==> src/hw/dtm_pkg.sv <==
// shared constants, command codes and helpers of the timing pair
// What this block does
// - wait wl+2+wr+1 after chop-fixed autoprecharge write
// - termination follows pin after write latency minus two
// - dll off: termination switches one to nine ns; the device model follows the pin one clock (10 ns) later
// - burst-eight write: term pin high six/seven
// - no write or chop four: high four/five
// - forty clocks before first leveling strobe rise
// - twenty-five clocks before driving leveling strobe
// - leveling feedback within 9.5 ns of rise; the device model shows the sampled level one clock (10 ns) after rise
// - gear-down refused at every supported bin
// - internal write starts wl+4, chop-fixed wl+2
// - parity with dll off adds parity latency
// - select-to-command latency max(3, 3.748 ns)
// - nanoseconds become clocks by rounding to nearest; maximum times round down, never below one
// - below 1600 use the 1600 table
package dtm_pkg;

	// ----------------------------------------------------------------
	// clock and times
	// ----------------------------------------------------------------
	localparam int CLK_PERIOD_PS      = 10000;
	localparam int CAL_TIME_PS        = 3748;
	localparam int CAL_MIN_CLK        = 3;
	localparam int ASYNC_TERM_MAX_PS  = 9000;
	localparam int LVL_OUT_MAX_PS     = 9500;
	localparam int LVL_FIRST_RISE_CLK = 40;
	localparam int LVL_STROBE_EN_CLK  = 25;
	localparam int WAP_CHOP_EXTRA     = 2;
	localparam int WAP_FULL_EXTRA     = 4;
	localparam int WAP_TAIL           = 1;
	localparam int TERM_LAT_SUB       = 2;
	localparam int IWR_FULL_DELAY     = 4;
	localparam int IWR_CHOP_DELAY     = 2;

	// ----------------------------------------------------------------
	// speed bins and termination high times
	// ----------------------------------------------------------------
	localparam logic [1:0] BIN_1600 = 2'h0;
	localparam logic [1:0] BIN_2400 = 2'h3;
	localparam int TERM_HI8      = 6;
	localparam int TERM_HI8_PRE2 = 7;
	localparam int TERM_HI4      = 4;
	localparam int TERM_HI4_PRE2 = 5;

	// ----------------------------------------------------------------
	// register offsets, fields, reset values
	// ----------------------------------------------------------------
	localparam logic [7:0] OFS_CTRL   = 8'h00;
	localparam logic [7:0] OFS_LAT    = 8'h04;
	localparam logic [7:0] OFS_CMD    = 8'h08;
	localparam logic [7:0] OFS_STATUS = 8'h0c;
	localparam int CTRL_DLL_OFF  = 0;
	localparam int CTRL_CHOP_FIX = 1;
	localparam int CTRL_PARITY   = 2;
	localparam int CTRL_PRE2     = 3;
	localparam int CTRL_GEAR     = 4;
	localparam int CTRL_TERM     = 5;
	localparam int CTRL_BIN_LO   = 6;
	localparam int LAT_CWL_LO    = 0;
	localparam int LAT_AL_LO     = 6;
	localparam int LAT_PL_LO     = 12;
	localparam int LAT_WR_LO     = 16;
	localparam int LAT_RFC_LO    = 22;
	localparam logic [31:0] CTRL_RESET = 32'h0000_0000;
	localparam logic [31:0] LAT_RESET  = 32'h0c80_0289;

	typedef enum logic [2:0] {
		CMD_WRITE     = 3'h0,
		CMD_WRITE_AP  = 3'h1,
		CMD_REFRESH   = 3'h2,
		CMD_PD_ENTER  = 3'h3,
		CMD_LVL_ENTER = 3'h4,
		CMD_LVL_EXIT  = 3'h5,
		CMD_STROBE    = 3'h6,
		CMD_NOP       = 3'h7
	} dtm_cmd_e;

	function automatic int ns_to_clk(input int ps);
		int c;
		c = (ps + CLK_PERIOD_PS / 2) / CLK_PERIOD_PS;
		return (c < 1) ? 1 : c;
	endfunction

	function automatic int max2(input int a, input int b);
		return (a > b) ? a : b;
	endfunction

	localparam int CAL_CLK = max2(CAL_MIN_CLK, ns_to_clk(CAL_TIME_PS));
	// longest time rounds down, never below one
	localparam int ASYNC_TERM_CLK = max2(1, ASYNC_TERM_MAX_PS / CLK_PERIOD_PS);
	localparam int LVL_OUT_CLK = max2(1, LVL_OUT_MAX_PS / CLK_PERIOD_PS);

endpackage

==> src/hw/dtm_link_if.sv <==
// link between the timing controller and the memory device model
interface dtm_link_if;
	logic       cmd_valid;
	logic [2:0] cmd_type;
	logic       cmd_bc4;
	logic       cs_act;
	logic       term_pin;
	logic       strobe_drive;
	logic       strobe_rise;
	logic [5:0] cfg_wl;
	logic       cfg_chop_fixed;
	logic       cfg_dll_off;
	logic       cfg_gear_en;
	logic [1:0] cfg_bin;
	logic       lvl_fb;
	logic       lvl_fb_oe;

	modport ctrl (
		output cmd_valid, cmd_type, cmd_bc4, cs_act, term_pin,
		output strobe_drive, strobe_rise,
		output cfg_wl, cfg_chop_fixed, cfg_dll_off, cfg_gear_en, cfg_bin,
		input  lvl_fb, lvl_fb_oe
	);
	modport dev (
		input  cmd_valid, cmd_type, cmd_bc4, cs_act, term_pin,
		input  strobe_drive, strobe_rise,
		input  cfg_wl, cfg_chop_fixed, cfg_dll_off, cfg_gear_en, cfg_bin,
		output lvl_fb, lvl_fb_oe
	);
endinterface

==> src/hw/dtm_mem_ctrl.sv <==
// memory controller end: apb registers, command timing, termination pin
//
// The implementer's own choices: the APB interface to the registers and the placing of the registers.
module dtm_mem_ctrl import dtm_pkg::*; #(
	parameter int TW = 12
) (
	input  wire logic        ref_clk,
	input  wire logic        rst,
	input  wire logic        psel,
	input  wire logic        penable,
	input  wire logic        pwrite,
	input  wire logic [7:0]  paddr,
	input  wire logic [31:0] pwdata,
	output logic [31:0]      prdata,
	output logic             pready,
	output logic             pslverr,
	dtm_link_if.ctrl         link
);
	// refresh and power-down waits need at least eight bits
	if (TW < 8 || TW > 16)
		$error("timer width out of range");

	typedef enum logic [2:0] {
		ST_IDLE  = 3'b001,
		ST_CAL   = 3'b010,
		ST_ISSUE = 3'b100
	} dtm_state_e;

	// ----------------------------------------------------------------
	// registers and apb slave
	// ----------------------------------------------------------------
	logic [31:0] ctrl_reg, ctrl_next, lat_reg, lat_next;
	logic [31:0] prdata_reg, prdata_next;
	logic        pready_reg, pready_next, pslverr_reg, pslverr_next;
	logic [2:0]  cmd_reg, cmd_next;
	logic        bc4_reg, bc4_next, pend_reg, pend_next;
	logic        lvl_reg, lvl_next, fb_reg, fb_next;
	logic        term_reg, term_next, strobe_reg, strobe_next;
	logic        rise_reg, rise_next, valid_reg, valid_next;
	logic        cs_reg, cs_next;
	dtm_state_e  st_reg, st_next;

	logic [5:0] cas_write_latency, al, wr, wl;
	logic [3:0] pl;
	logic [9:0] rfc_base;
	logic [1:0] bin;
	logic       dll_off, chop_fix, parity, pre2, term_force;
	logic       mapped, acc_edge;

	assign dll_off    = ctrl_reg[CTRL_DLL_OFF];
	assign chop_fix   = ctrl_reg[CTRL_CHOP_FIX];
	assign parity     = ctrl_reg[CTRL_PARITY];
	assign pre2       = ctrl_reg[CTRL_PRE2];
	assign term_force = ctrl_reg[CTRL_TERM];
	assign bin        = ctrl_reg[CTRL_BIN_LO +: 2];
	assign cas_write_latency        = lat_reg[LAT_CWL_LO +: 6];
	assign al         = lat_reg[LAT_AL_LO +: 6];
	assign pl         = lat_reg[LAT_PL_LO +: 4];
	assign wr         = lat_reg[LAT_WR_LO +: 6];
	assign rfc_base   = lat_reg[LAT_RFC_LO +: 10];
	assign wl         = 6'(cas_write_latency + al + 6'(pl));

	assign mapped = (paddr == OFS_CTRL) || (paddr == OFS_LAT) ||
		(paddr == OFS_CMD) || (paddr == OFS_STATUS);
	// write lands only at the edge where pready is seen high
	assign acc_edge = psel && penable && pready_reg;

	always_comb begin
		pready_next  = psel && penable && !pready_reg;
		pslverr_next = psel && penable && !pready_reg && !mapped;
		prdata_next  = prdata_reg;
		if (psel && penable && !pready_reg) begin
			case (paddr)
				OFS_CTRL:   prdata_next = ctrl_reg;
				OFS_LAT:    prdata_next = lat_reg;
				OFS_STATUS: prdata_next = {26'h0, ctrl_reg[CTRL_GEAR],
					fb_reg, strobe_reg, lvl_reg, term_reg, pend_reg};
				default:    prdata_next = 32'h0000_0000;
			endcase
		end
		ctrl_next = ctrl_reg;
		lat_next  = lat_reg;
		if (acc_edge && pwrite && paddr == OFS_CTRL)
			ctrl_next = pwdata;
		if (acc_edge && pwrite && paddr == OFS_LAT)
			lat_next = pwdata;
	end

	// ----------------------------------------------------------------
	// timers
	// ----------------------------------------------------------------
	logic          pd_zero, rfc_zero, hi_zero, en_zero, rise_zero, cal_zero;
	logic          pd_load, rfc_load, hi_load, lvl_load, cal_load;
	logic [TW-1:0] pd_val, rfc_val, hi_val, cal_val;
	logic          issue_now;
	logic          is_full_write;

	assign issue_now = (st_reg == ST_ISSUE);
	assign is_full_write = (cmd_reg == CMD_WRITE || cmd_reg == CMD_WRITE_AP)
		&& !bc4_reg && !chop_fix;

	always_comb begin
		pd_load  = issue_now && cmd_reg == CMD_WRITE_AP;
		pd_val   = TW'(wl) + TW'(wr) + TW'(WAP_TAIL) +
			(chop_fix ? TW'(WAP_CHOP_EXTRA) : TW'(WAP_FULL_EXTRA));
		rfc_load = issue_now && cmd_reg == CMD_REFRESH;
		// parity with dll off stretches refresh
		rfc_val  = TW'(rfc_base) + ((parity && dll_off) ? TW'(pl) : '0);
		lvl_load = issue_now && cmd_reg == CMD_LVL_ENTER;
		cal_load = (st_reg == ST_IDLE) && pend_reg;
		cal_val  = TW'(CAL_CLK - 1);
		hi_load  = (term_next && !term_reg) ||
			(issue_now && is_full_write);
		// bins below 1600 share the 1600 code
		if (is_full_write && issue_now)
			hi_val = (pre2 && bin == BIN_2400) ?
				TW'(TERM_HI8_PRE2) : TW'(TERM_HI8);
		else
			// no write or chop four minimum
			hi_val = (pre2 && bin == BIN_2400) ?
				TW'(TERM_HI4_PRE2) : TW'(TERM_HI4);
	end

	dtm_down_timer #(.W(TW)) u_pd (.ref_clk(ref_clk), .rst(rst),
		.load(pd_load), .load_val(pd_val), .zero(pd_zero));
	dtm_down_timer #(.W(TW)) u_rfc (.ref_clk(ref_clk), .rst(rst),
		.load(rfc_load), .load_val(rfc_val), .zero(rfc_zero));
	dtm_down_timer #(.W(TW)) u_hi (.ref_clk(ref_clk), .rst(rst),
		.load(hi_load), .load_val(hi_val - TW'(1)), .zero(hi_zero));
	dtm_down_timer #(.W(TW)) u_en (.ref_clk(ref_clk), .rst(rst),
		.load(lvl_load), .load_val(TW'(LVL_STROBE_EN_CLK)),
		.zero(en_zero));
	dtm_down_timer #(.W(TW)) u_rise (.ref_clk(ref_clk), .rst(rst),
		.load(lvl_load), .load_val(TW'(LVL_FIRST_RISE_CLK)),
		.zero(rise_zero));
	dtm_down_timer #(.W(TW)) u_cal (.ref_clk(ref_clk), .rst(rst),
		.load(cal_load), .load_val(cal_val), .zero(cal_zero));

	// ----------------------------------------------------------------
	// command sequencer
	// ----------------------------------------------------------------
	logic may_go;

	// command held until its counter drains
	always_comb begin
		case (cmd_reg)
			CMD_PD_ENTER: may_go = pd_zero && rfc_zero;
			CMD_STROBE:   may_go = lvl_reg && rise_zero;
			default:      may_go = rfc_zero;
		endcase
	end

	always_comb begin
		st_next    = st_reg;
		cmd_next   = cmd_reg;
		bc4_next   = bc4_reg;
		pend_next  = pend_reg;
		valid_next = 1'b0;
		cs_next    = 1'b0;
		rise_next  = 1'b0;
		lvl_next   = lvl_reg;
		// a new order is ignored while one is pending
		if (acc_edge && pwrite && paddr == OFS_CMD && !pend_reg) begin
			cmd_next  = pwdata[2:0];
			bc4_next  = pwdata[3];
			pend_next = pwdata[2:0] != CMD_NOP;
		end
		case (st_reg)
			ST_IDLE: begin
				if (pend_reg && cmd_reg == CMD_STROBE && may_go) begin
					rise_next = 1'b1;
					pend_next = 1'b0;
				end else if (pend_reg && cmd_reg != CMD_STROBE && may_go) begin
					// select leads command by cal clocks
					st_next = ST_CAL;
					cs_next = 1'b1;
				end
			end
			ST_CAL: begin
				cs_next = 1'b1;
				if (cal_zero) begin
					st_next    = ST_ISSUE;
					valid_next = 1'b1;
				end
			end
			ST_ISSUE: begin
				st_next   = ST_IDLE;
				pend_next = 1'b0;
				if (cmd_reg == CMD_LVL_ENTER)
					lvl_next = 1'b1;
				if (cmd_reg == CMD_LVL_EXIT)
					lvl_next = 1'b0;
			end
			default: st_next = ST_IDLE;
		endcase
		strobe_next = lvl_next && (strobe_reg || en_zero) &&
			!(issue_now && cmd_reg == CMD_LVL_ENTER);
		term_next = term_force || (valid_next && (cmd_reg == CMD_WRITE ||
			cmd_reg == CMD_WRITE_AP)) || (term_reg && !hi_zero);
		fb_next = link.lvl_fb_oe ? link.lvl_fb : fb_reg;
	end

	always_ff @(posedge ref_clk or posedge rst) begin
		if (rst) begin
			ctrl_reg    <= CTRL_RESET;
			lat_reg     <= LAT_RESET;
			prdata_reg  <= 32'h0000_0000;
			pready_reg  <= 1'b0;
			pslverr_reg <= 1'b0;
			st_reg      <= ST_IDLE;
			cmd_reg     <= CMD_NOP;
			bc4_reg     <= 1'b0;
			pend_reg    <= 1'b0;
			valid_reg   <= 1'b0;
			cs_reg      <= 1'b0;
			rise_reg    <= 1'b0;
			lvl_reg     <= 1'b0;
			strobe_reg  <= 1'b0;
			term_reg    <= 1'b0;
			fb_reg      <= 1'b0;
		end else begin
			ctrl_reg    <= ctrl_next;
			lat_reg     <= lat_next;
			prdata_reg  <= prdata_next;
			pready_reg  <= pready_next;
			pslverr_reg <= pslverr_next;
			st_reg      <= st_next;
			cmd_reg     <= cmd_next;
			bc4_reg     <= bc4_next;
			pend_reg    <= pend_next;
			valid_reg   <= valid_next;
			cs_reg      <= cs_next;
			rise_reg    <= rise_next;
			lvl_reg     <= lvl_next;
			strobe_reg  <= strobe_next;
			term_reg    <= term_next;
			fb_reg      <= fb_next;
		end
	end

	// ----------------------------------------------------------------
	// outputs
	// ----------------------------------------------------------------
	assign prdata              = prdata_reg;
	assign pready              = pready_reg;
	assign pslverr             = pslverr_reg;
	assign link.cmd_valid      = valid_reg;
	assign link.cmd_type       = cmd_reg;
	assign link.cmd_bc4        = bc4_reg;
	assign link.cs_act         = cs_reg;
	assign link.term_pin       = term_reg;
	assign link.strobe_drive   = strobe_reg;
	assign link.strobe_rise    = rise_reg;
	assign link.cfg_wl         = wl;
	assign link.cfg_chop_fixed = chop_fix;
	assign link.cfg_dll_off    = dll_off;
	// gear-down never enabled at these bins
	assign link.cfg_gear_en    = 1'b0;
	assign link.cfg_bin        = bin;
endmodule

==> src/hw/dtm_down_timer.sv <==
// loadable down-counter holding one cycle constraint
module dtm_down_timer import dtm_pkg::*; #(
	parameter int W = 12
) (
	input  wire logic         ref_clk,
	input  wire logic         rst,
	input  wire logic         load,
	input  wire logic [W-1:0] load_val,
	output logic              zero
);
	logic [W-1:0] count_reg;
	logic [W-1:0] count_next;

	// narrower counters cannot hold the shortest wait
	if (W < 4)
		$error("timer too narrow");

	// keep the longer of old and new wait
	always_comb begin
		count_next = count_reg;
		if (count_reg != '0)
			count_next = count_reg - W'(1);
		if (load && load_val > count_next)
			count_next = load_val;
	end

	always_ff @(posedge ref_clk or posedge rst) begin
		if (rst)
			count_reg <= '0;
		else
			count_reg <= count_next;
	end

	assign zero = (count_reg == '0);
endmodule

==> src/flat_wrapper.sv <==
// flat-port wrapper written by rule: the top's interface ports become plain ports
module dtm_mem_ctrl_flat import dtm_pkg::*;
#(
	parameter int TW = 12
)
  (ref_clk, rst, psel, penable, pwrite, paddr, pwdata, prdata, pready, pslverr, link_cmd_valid, link_cmd_type, link_cmd_bc4, link_cs_act, link_term_pin, link_strobe_drive, link_strobe_rise, link_cfg_wl, link_cfg_chop_fixed, link_cfg_dll_off, link_cfg_gear_en, link_cfg_bin, link_lvl_fb, link_lvl_fb_oe);
  dtm_link_if link_i ();
  input  wire logic ref_clk;
  input  wire logic rst;
  input  wire logic psel;
  input  wire logic penable;
  input  wire logic pwrite;
  input  wire logic [7:0] paddr;
  input  wire logic [31:0] pwdata;
  output logic [31:0] prdata;
  output logic pready;
  output logic pslverr;
  output wire logic [$bits(link_i.cmd_valid)-1:0] link_cmd_valid;
  output wire logic [$bits(link_i.cmd_type)-1:0] link_cmd_type;
  output wire logic [$bits(link_i.cmd_bc4)-1:0] link_cmd_bc4;
  output wire logic [$bits(link_i.cs_act)-1:0] link_cs_act;
  output wire logic [$bits(link_i.term_pin)-1:0] link_term_pin;
  output wire logic [$bits(link_i.strobe_drive)-1:0] link_strobe_drive;
  output wire logic [$bits(link_i.strobe_rise)-1:0] link_strobe_rise;
  output wire logic [$bits(link_i.cfg_wl)-1:0] link_cfg_wl;
  output wire logic [$bits(link_i.cfg_chop_fixed)-1:0] link_cfg_chop_fixed;
  output wire logic [$bits(link_i.cfg_dll_off)-1:0] link_cfg_dll_off;
  output wire logic [$bits(link_i.cfg_gear_en)-1:0] link_cfg_gear_en;
  output wire logic [$bits(link_i.cfg_bin)-1:0] link_cfg_bin;
  input wire logic [$bits(link_i.lvl_fb)-1:0] link_lvl_fb;
  input wire logic [$bits(link_i.lvl_fb_oe)-1:0] link_lvl_fb_oe;
  assign link_cmd_valid = link_i.cmd_valid;
  assign link_cmd_type = link_i.cmd_type;
  assign link_cmd_bc4 = link_i.cmd_bc4;
  assign link_cs_act = link_i.cs_act;
  assign link_term_pin = link_i.term_pin;
  assign link_strobe_drive = link_i.strobe_drive;
  assign link_strobe_rise = link_i.strobe_rise;
  assign link_cfg_wl = link_i.cfg_wl;
  assign link_cfg_chop_fixed = link_i.cfg_chop_fixed;
  assign link_cfg_dll_off = link_i.cfg_dll_off;
  assign link_cfg_gear_en = link_i.cfg_gear_en;
  assign link_cfg_bin = link_i.cfg_bin;
  assign link_i.lvl_fb = link_lvl_fb;
  assign link_i.lvl_fb_oe = link_lvl_fb_oe;
  dtm_mem_ctrl #(.TW(TW)) u_core (.ref_clk(ref_clk), .rst(rst), .psel(psel), .penable(penable), .pwrite(pwrite), .paddr(paddr), .pwdata(pwdata), .prdata(prdata), .pready(pready), .pslverr(pslverr), .link(link_i));
endmodule
==> config.mk <==
export PLATFORM = sky130hd
export DESIGN_NAME = dtm_mem_ctrl_flat
export DESIGN_NICKNAME = d
export VERILOG_FILES = /design/src/hw/dtm_pkg.sv /design/src/hw/dtm_link_if.sv /design/src/hw/dtm_mem_ctrl.sv /design/src/hw/dtm_down_timer.sv /design/src/flat_wrapper.sv
export SDC_FILE = /design/constraint.sdc
export NUM_CORES = 1
export LEC_CHECK = 0
export BUFFER_PORTS_ARGS = -buffer_cell sky130_fd_sc_hd__buf_2
export CAP_MARGIN = 25
export CORE_ASPECT_RATIO = 2
export CORE_MARGIN = 8
export CORE_UTILIZATION = 25
export DETAILED_ROUTE_END_ITERATION = 10
export SLEW_MARGIN = 5
export SYNTH_ARGS = -nofsm -noshare
export SYNTH_HDL_FRONTEND = slang
export SYNTH_SLANG_ARGS = --single-unit
==> constraint.sdc <==
create_clock -name ref_clk -period 10.5 [get_ports ref_clk]
set_input_delay 2.1 -clock ref_clk [delete_from_list [all_inputs] [get_ports ref_clk]]
set_output_delay 2.1 -clock ref_clk [all_outputs]
set_load 0.02 [all_outputs]
### Yosys cells after proc, flatten, opt, wreduce, memory -nomap -nowiden

Index checks and enable logic that the tools add are counted.

* register bits after elaboration: 185
* bits of input ports: 47
* output and inout port bits: 54
* word-level logic and storage cells: 161

* add/subtract/negate cells: 13
* magnitude comparators: 6
* equal/unequal tests: 18
* muxes and demuxes: 36
* reduce and logical (&&, ||, !) cells: 66

Operator list (number)
* two-way mux 12 bit: 13
* one-hot mux 32 bit (3 select lines): 1
* subtractor 12 x 1 -> 12 bit, second input constant: 7
* zero test 12 bit: 6
* nonzero test 12 bit: 6
* > comparator 12 bit: 3
* logical AND 1 bit: 35
* equality test 8 x 4 -> 1 bit, second input constant: 2
* two-way mux 1 bit: 13
* adder 10 x 12 -> 12 bit: 1
* adder 12 x 1 -> 12 bit, second input constant: 1
* adder 12 bit: 1
* equality test 3 bit, second input constant: 4
* > comparator 2 x 12 -> 1 bit, first input constant: 1
* > comparator 5 x 12 -> 1 bit, first input constant: 1
* > comparator 6 x 12 -> 1 bit, first input constant: 1
* two-way mux 3 bit: 4
* equality test 3 x 2 -> 1 bit, second input constant: 3
* equality test 8 x 3 -> 1 bit, second input constant: 1
* zero test 1 bit: 8
* zero test 8 bit: 1
* logical OR 1 bit: 8
* adder 6 x 6 -> 7 bit: 1
* adder 6 x 4 -> 6 bit: 1
* 11 further kinds: 16

### Logic depth before layout (Yosys ltp)

Gate-level depths: netlist (run 1).

* depth in word-level cells: 10
* depth in mapped cells: 22
* depth with buffers taken out: 21

### By module

A second synthesis (run 1) with hierarchy kept.

* cells, all modules: 1190
* area, all modules: 12429.4 µm²

By module, submodules not included
* dtm_down_timer: instances 6, cells an instance 118, area an instance 1099.8 µm², sequential area each 300.3 µm²
* dtm_mem_ctrl: instances 1, cells an instance 482, area an instance 5830.6 µm², sequential area each 2841.5 µm²

### Worst setup path before layout (run 1)

OpenSTA, ideal clock, no wires.

* kind: reg-to-reg
* start: register u_core.lat_reg[7]
* end: register u_core.u_pd.count_reg[0]
* library setup time: 0.125 ns
* arrival time: 4.655 ns
* data required time: 10.375 ns
* setup slack: 5.721 ns
* cell stages (with the launch flop): 23
* path buffers: 1
* clock period less this slack: 4.779 ns
* cells stage by stage: dfstp_2 inv_1 fa_1 inv_1 ha_1 fa_1 xor2_1 ha_1 o21ai_0 o21ai_0 a21oi_1 xnor2_1 inv_1 xnor2_1 inv_1 ha_1 a21o_1 a21o_1 a21oi_1 o21ai_0 and3_1 buf_4 mux2_2

* word-level cells in the longest chain between the ends: 8

RTL lines
* start: declaration: RTL line dtm_mem_ctrl.sv:32 `logic [31:0] ctrl_reg, ctrl_next, lat_reg, lat_next;`
* start signal: assignment: RTL line dtm_mem_ctrl.sv:223 `lat_reg <= lat_next;`
* adder 6 bit: RTL line dtm_mem_ctrl.sv:61 `assign wl = 6'(cas_write_latency + al + 6'(pl));`
* adder 6 x 4 -> 6 bit: RTL line dtm_mem_ctrl.sv:61
* named net link_cfg_wl[3]: RTL line flat_wrapper.sv:25 `output wire logic [$bits(link_i.cfg_wl)-1:0] link_cfg_wl;`
* adder 6 x 6 -> 7 bit: RTL line dtm_mem_ctrl.sv:104 `pd_val = TW'(wl) + TW'(wr) + TW'(WAP_TAIL) +`
* adder 12 x 1 -> 12 bit: RTL line dtm_mem_ctrl.sv:104
* adder 12 bit: RTL line dtm_mem_ctrl.sv:104
* > comparator 12 bit: RTL line dtm_down_timer.sv:23 `if (load && load_val > count_next)`
* logical AND 1 bit: RTL line dtm_down_timer.sv:23
* two-way mux 12 bit: RTL line dtm_down_timer.sv:23
* named net u_core.u_pd.count_next[0]: RTL line dtm_down_timer.sv:12 `logic [W-1:0] count_next;`
* end signal: assignment: RTL line dtm_down_timer.sv:31 `count_reg <= count_next;`
* end: declaration: RTL line dtm_down_timer.sv:11 `logic [W-1:0] count_reg;`

The timed path passes the listed nets, and every way through them passes these cells.
A chain may end at the register's enable or synchronous reset.

### Final worst setup path (run 1)

* start: register u_core.lat_reg[7]
* end: output link_cfg_wl[5]

* word-level cells in the longest chain between the ends: 2

RTL lines (RTL line)
* adder 6 bit: dtm_mem_ctrl.sv:61
* adder 6 x 4 -> 6 bit: dtm_mem_ctrl.sv:61
* end: declaration: flat_wrapper.sv:25

Every way passes these cells.

==> impl_metrics.csv, run 1 <==
group,metric,value,unit
placement,post-dp-hpwl,20.7,mm
grt,grt_antenna_before_repair,0,
worst_setup_path,reg2reg_from,"u_core.lat_reg[7]$_DFFE_PP1P_",
timing,finalHoldViolations,0,
synth,syn_nets,1097,
min_path,hold_class,"register to register",
worst_setup_path,reg2reg_depth,20,
drt,ant_nets,0,
cts,cts_resized,0,
synth,ys_types,64,
timing,fin_crit_sh,48.5,%
die,num_io_pins,101,
timing,max_slew.worst_pin.slew,0.870,ns
worst_setup_path,cpPeakStageDelay,0.55,ns
cts,cts_hold_buf,0,
min_path,hold_path_startpoint,"u_core.prdata[28]$_DFFE_PP0P_",
worst_setup_path,crit_buf_inv,3,
layout,syn_to_final_growth,16.4,%
synth,syn-cell-area,0.0103,mm2
pwr,leakagePower,6.06,nW
cts,clock_sinks,185,
worst_setup_path,r2r_end,"u_core.u_pd.count_reg[0]$_DFF_PP0_",
worst_setup_path,arrival,2.99,ns
timing,drv_slew,0,
die,die_h,303,um
layout,fin_nets,1189,
placement,placed_cells,1602,
timing,rsz0062_at_grt,"false",
flow_run,drv_cap,0,
pwr,intPower,0.00137,W
layout,multiInputGateArea,0.00531,mm2
timing,finalClockSkew,0.0112,ns
cts,numCtsBuffers,17,
timing,worst_slack,5.41,ns
min_path,hold_end,"u_core.prdata[28]$_DFFE_PP0P_",
drt,drc,0,
worst_setup_path,path_delay_family,"adder cells",
pwr,swShare,35.3,%
cts,htree_levels,4,
layout,utilization,29.3,%
worst_setup_path,r2r_setup_slack,5.43,ns
placement,place_congestion,0.881,
synth,yosysTopAreaCell,"dfrtp_1",
layout,final_cells,1634,
die,rows,105,
cts,clk-insertion-delay-late,0.45,ns
synth,ys_ff_latch,185,
synth,ys_warn_count,0,
synth,syn_area_per_cell,10.3,um2
grt,grt_start_max_net_pins,121,
worst_setup_path,endpoint_kind,"primary output",
worst_setup_path,worstPathMaxFanout,3,
worst_setup_path,cp.required,8.40,ns
pwr,p_seq_share,40.7,%
grt,grt_pass1_vias,8015,
grt,track_usage,11.1,%
timing,setup_violations,0,
die,core_area,0.0409,mm2
pwr,peakVddDrop,0.000154,V
timing,max_freq,0.197,GHz
drt,routed_wl,26.5,mm
pwr,total_power,0.00212,W
placement,port_buffers,99,
synth,ys.flop_type,"dfrtp_1",
cts,cts.clk_slew.worst_paths,0.08,ns
synth,synth_seq_area_share,45.2,%
min_path,hold_depth,2,
drt,drt_iter0_markers,241,
worst_setup_path,critPathLaunchType,"register",
drt,viasPerCell,4.66,
worst_setup_path,worstSetupPathType,"register to primary output",
grt,overflow,0,
synth,synthTopCellsByCount,"dfrtp_1 (174), nand2_1 (92), mux2_2 (83), o21ai_0 (67)",
pwr,pwr_density_cell,177,mW/mm2
synth,synth_most_common_cell,"dfrtp_1",
drt,vias,7609,
layout,nFillCells,4229,
pwr,p_switching,0.000749,W
die,die_area,0.0483,mm2
worst_setup_path,worst_path_max_delay_cell,"dfstp_2",
synth,postSynthCellCount,994,
layout,drive_gt1_share,23.1,%
timing,period_needed,5.09,ns
synth,synth-edff-count,0,
placement,post-place-ws,5.46,ns
cts,tritoncts,"built",
die,dieWidth,159,um
synth,synthArstFlopShare,100,%
layout,regArea,0.00464,mm2
worst_setup_path,cp_cell_sequence,"inv_1 -> fa_1 -> inv_1 -> ha_1 -> fa_1 -> a21o_1 -> a21oi_1 -> xnor2_1 -> buf_2",
outcome,status,"finished clean",
timing,fin_tns_setup,0,ns
synth,yosysTopAreaCellShare,42.3,%
cts,post-cts-setup-buffer-count,0,
drt,drtPass1Iterations,4,
drt,wl_per_cell,16.2,um
timing,maxSlewHeadroom,42.0,%
pwr,comb_power_share,29.7,%
cts,clockBufferDepth,2,
grt,grt_pass1_wl,42.6,mm
synth,synth_area_leaders,"dfrtp_1 (42%), mux2_2 (9.1%), ha_1 (5.8%), mux2i_1 (5.0%), nand2_1 (3.4%)",
pwr,pwr-share-clk,29.6,%
layout,antenna_cells,0,
die,initial_core_util,25.2,%
cts,cts_root_buffer,"clkbuf_16",
worst register-to-register path, cell delays in order (launching register included):
cell	delay [ns]
dfstp_2	0.55
inv_1	0.05
fa_1	0.49
inv_1	0.04
ha_1	0.22
fa_1	0.41
xor2_1	0.17
ha_1	0.33
o21ai_0	0.11
o21ai_0	0.21
a21oi_1	0.11
xnor2_1	0.22
inv_1	0.08
xnor2_1	0.22
inv_1	0.08
ha_1	0.32
nand4_1	0.12
o2111ai_1	0.14
nor3_1	0.23
and3_1	0.47
mux2_2	0.39
power groups by stage:
stage	clock [W]	sequential, W	combinational, W
final	0.000628	0.000865	0.000629
after global routing	0.000670	0.000876	0.000716
after CTS	0.000650	0.000863	0.000634
after detailed placement	0	0.000877	0.000629
after global placement	0	0.000874	0.000608
after floorplan	0	0.000836	0.000522
final cells by class:
cell class / instances / area share [%]
multi-input cells: 722 / 44.3
inverters: 54 / 1.76
well taps: 535 / 5.59
clock buffers: 18 / 3.67
flip-flops and latches: 185 / 38.8
repair buffers: 106 / 4.75
clock inverters: 14 / 1.09
layer usage:
metal	track usage, %	vias up	routed length (um)
li1	-	3677	-
met1	10.3	3791	9280
met2	22.9	117	15700
met3	1.82	24	756
met4	5.17	0	734
met5	0	-	0
worst max-delay path by stage:
stage | from | end | cells past startpoint
floorplan | rst | u_core.ctrl_reg[0]$_DFFE_PP0P_ | 1
global placement | u_core.lat_reg[7]$_DFFE_PP1P_ | u_core.u_pd.count_reg[0]$_DFF_PP0_ | 19
detailed placement | u_core.lat_reg[7]$_DFFE_PP1P_ | u_core.u_pd.count_reg[0]$_DFF_PP0_ | 20
CTS | u_core.lat_reg[7]$_DFFE_PP1P_ | link_cfg_wl[5] | 9
global route | u_core.lat_reg[7]$_DFFE_PP1P_ | u_core.u_pd.count_reg[0]$_DFF_PP0_ | 20
finish | u_core.lat_reg[7]$_DFFE_PP1P_ | link_cfg_wl[5] | 9
through the flow:
step | hold slack, ns | area (um2)
detailed placement | 0.466 | 11400
floorplan | 0.459 | 10300
finish | 0.475 | 12000
global placement | 0.460 | 11400
global route | 0.512 | 12000
CTS | 0.482 | 12000
placed cells by master, fill, tap and decap left out, types with 42 or more instances in the layout:
cell type,n
dfrtp_1,174
inv_1,53
mux2i_1,51
ha_1,48
mux2_2,83
nor3_1,42
buf_2,99
nor2_1,54
nand2_1,92
o21ai_0,67
kinds of logic (layout without fill, tap and decap cells):
group / Yosys count / in the layout / synth area share [%]
other cells: 1 / 1 / 0.0365
mux: 135 / 135 / 14.2
buf+inv: 87 / 192 / 3.33
simple gates: 322 / 322 / 16.3
xor+xnor: 58 / 58 / 4.94
compound gates: 150 / 150 / 8.62
flops: 185 / 185 / 45.2
fa+ha+maj: 56 / 56 / 7.40
Power figures use the tool's default switching activity.
==> run 2, diff against run 1 <==
==> constraint.sdc (replaced) <==
create_clock -name ref_clk -period 4.38 [get_ports ref_clk]
set_input_delay 0.876 -clock ref_clk [delete_from_list [all_inputs] [get_ports ref_clk]]
set_output_delay 0.876 -clock ref_clk [all_outputs]
set_load 0.02 [all_outputs]
==> run 2 against run 1 <==
Compared with the run above:
- the flow now finishes with violations (setup timing)
- cell count up 2.0%
- non-clock buffer count up 32
- sequential cell count unchanged
- die area unchanged
- critical path depth up 12
- total power up 120%
- global-route usage up 0.41 points
- worst setup slack worse by 5.6 ns
- critical path type is now register to register
- critical endpoint is now u_core.u_pd.count_reg[7]$_DFF_PP0_
- largest cell class unchanged
==> impl_metrics.csv, run 2 (same netlist as run 1, synthesis figures left out) <==
group,metric,value,unit
outcome,violations,"setup timing",
worst_setup_path,critPathLaunchType,"register",
grt,grt_antenna_before_repair,1,
timing,setup_violations,8,
pwr,comb_power_share,22.4,%
placement,post-place-ws,-0.317,ns
timing,drv_slew,0,
cts,clockBufferDepth,2,
pwr,intPower,0.00326,W
drt,ant_nets,0,
timing,period_needed,4.52,ns
pwr,p_switching,0.00147,W
timing,rsz0062_at_grt,"true",
timing,maxSlewHeadroom,42.6,%
cts,numCtsBuffers,17,
timing,fin_crit_sh,103,%
die,die_h,303,um
grt,overflow,0,
timing,fin_tns_setup,-0.789,ns
cts,clk-insertion-delay-late,0.45,ns
placement,port_buffers,99,
layout,final_cell_area,0.0125,mm2
drt,drc,0,
die,num_io_pins,101,
pwr,total_power,0.00474,W
placement,place_congestion,0.873,
die,dieWidth,159,um
drt,drt_iter0_markers,234,
layout,syn_to_final_growth,21.8,%
worst_setup_path,worstSetupPathType,"register to register",
cts,htree_levels,4,
pwr,pwr-share-clk,34.6,%
placement,post-dp-hpwl,21.5,mm
layout,final_common_cell,"dfrtp_1",
die,die_area,0.0483,mm2
pwr,pwr_density_cell,378,mW/mm2
layout,antenna_cells,0,
cts,tritoncts,"built",
worst_setup_path,cp.required,4.74,ns
min_path,hold_class,"register to register",
drt,viasPerCell,4.68,
pwr,p_seq_share,43.0,%
timing,whs,0.478,ns
worst_setup_path,endpoint_kind,"register",
timing,finalHoldViolations,0,
grt,grt_start_max_net_pins,114,
grt,grt_util_met1,10.6,%
grt,grt.busiest_layer,"met2",
die,core_area,0.0409,mm2
die,initial_core_util,25.2,%
outcome,status,"complete, but fails checks",
drt,vias,7789,
flow_run,drv_cap,0,
worst_setup_path,worstPathMaxFanout,6,
cts,clock_sinks,185,
cts,cts.clk_slew.worst_paths,0.07,ns
layout,nFillCells,4153,
grt,track_usage,11.5,%
timing,finalClockSkew,0.0132,ns
grt,grtUsageMet2,23.4,%
drt,wl_per_cell,16.7,um
pwr,swShare,31.1,%
layout,drive_gt1_share,28.5,%
layout,fin_nets,1221,
drt,drtPass1Iterations,4,
grt,grt_pass1_vias,8228,
cts,cts_root_buffer,"clkbuf_16",
grt,grt_pass1_wl,44.0,mm
layout,layout_common_cells,"dfrtp_1 (174), buf_2 (99), nand2_1 (92)",
timing,worst_slack,-0.142,ns
grt,met3_usage,2.00,%
drt,routed_wl,27.8,mm
pwr,peakVddDrop,0.000292,V
pwr,leakagePower,6.25,nW
timing,max_slew.worst_pin.slew,0.853,ns
worst_setup_path,arrival,4.88,ns
die,rows,105,
timing,max_freq,0.221,GHz
placement,placed_area,0.0116,mm2
-- run 2: per-layer routing --
| metal | vias to the layer above | share of wire, % |
|---|---|---|
| met5 | - | 0 |
| met2 | 140 | 58 |
| met4 | 0 | 4.0 |
| met3 | 35 | 3.0 |
| li1 | 3716 | - |
| met1 | 3898 | 35 |
-- run 2: layout make-up --
class | count | area (um2) | area share [%]
Clock buffer | 20 | 457 | 3.65
Clock inverter | 12 | 163 | 1.30
Inverter | 54 | 206 | 1.65
Multi-Input combinational cell | 722 | 5550 | 44.4
Sequential cell | 185 | 4640 | 37.1
Tap cell | 535 | 669 | 5.35
Timing Repair Buffer | 138 | 828 | 6.62
-- run 2: metrics by stage --
stage | util (%) | instances
floorplan | - | 994
global placement | 28.4 | 1624
detailed placement | 28.5 | 1625
CTS | 30.4 | 1664
global route | 30.6 | 1666
finish | 30.6 | 1666
-- run 2: final timing paths --
| check | start | end | slack (ns) | cells after the start |
|---|---|---|---|---|
| setup / recovery | u_core.lat_reg[7]$_DFFE_PP1P_ | u_core.u_pd.count_reg[7]$_DFF_PP0_ | -0.14 | 21 |
| hold / removal | u_core.prdata[19]$_DFFE_PP0P_ | u_core.prdata[19]$_DFFE_PP0P_ | 0.48 | 2 |
| setup reg to reg | u_core.lat_reg[7]$_DFFE_PP1P_ | u_core.u_pd.count_reg[7]$_DFF_PP0_ | -0.14 | 21 |
| hold reg to reg | u_core.prdata[19]$_DFFE_PP0P_ | u_core.prdata[19]$_DFFE_PP0P_ | 0.48 | 2 |
| max in group asynchronous | rst | u_core.lat_reg[11]$_DFFE_PP0P_ | 2.83 | 3 |
| min in group asynchronous | rst | u_core.prdata[27]$_DFFE_PP0P_ | 0.50 | 2 |
-- run 2: power groups by stage --
stage	Sequential, W	Combinational (W)	Clock (W)
floorplan	0.00197	0.000839	0
global placement	0.00206	0.000973	0
detailed placement	0.00206	0.00101	0
CTS	0.00203	0.00106	0.00168
global route	0.00206	0.00120	0.00174
finish	0.00203	0.00106	0.00164
-- run 2: worst max-delay path: stages, from the launching register on --
cell and delay (ns):
dfstp_2 0.54, inv_2 0.03, fa_1 0.49, inv_2 0.05
ha_4 0.16, fa_2 0.39, xor2_2 0.16, ha_1 0.31
o21ai_1 0.10, o21ai_1 0.08, a21oi_2 0.26, xnor2_4 0.17
nand3_2 0.12, xor2_2 0.21, inv_2 0.06, ha_4 0.21
nand4_1 0.16, o2111ai_2 0.13, nor3_2 0.21, and3_4 0.24
buf_8 0.14, mux2i_2 0.21
-- run 2: repair_timing --
action	in CTS	in global routing
resized for setup	21	17
pin swaps	12	14
setup buffers	7	2
endpoints found under the setup margin	8	8
hold buffers	0	0
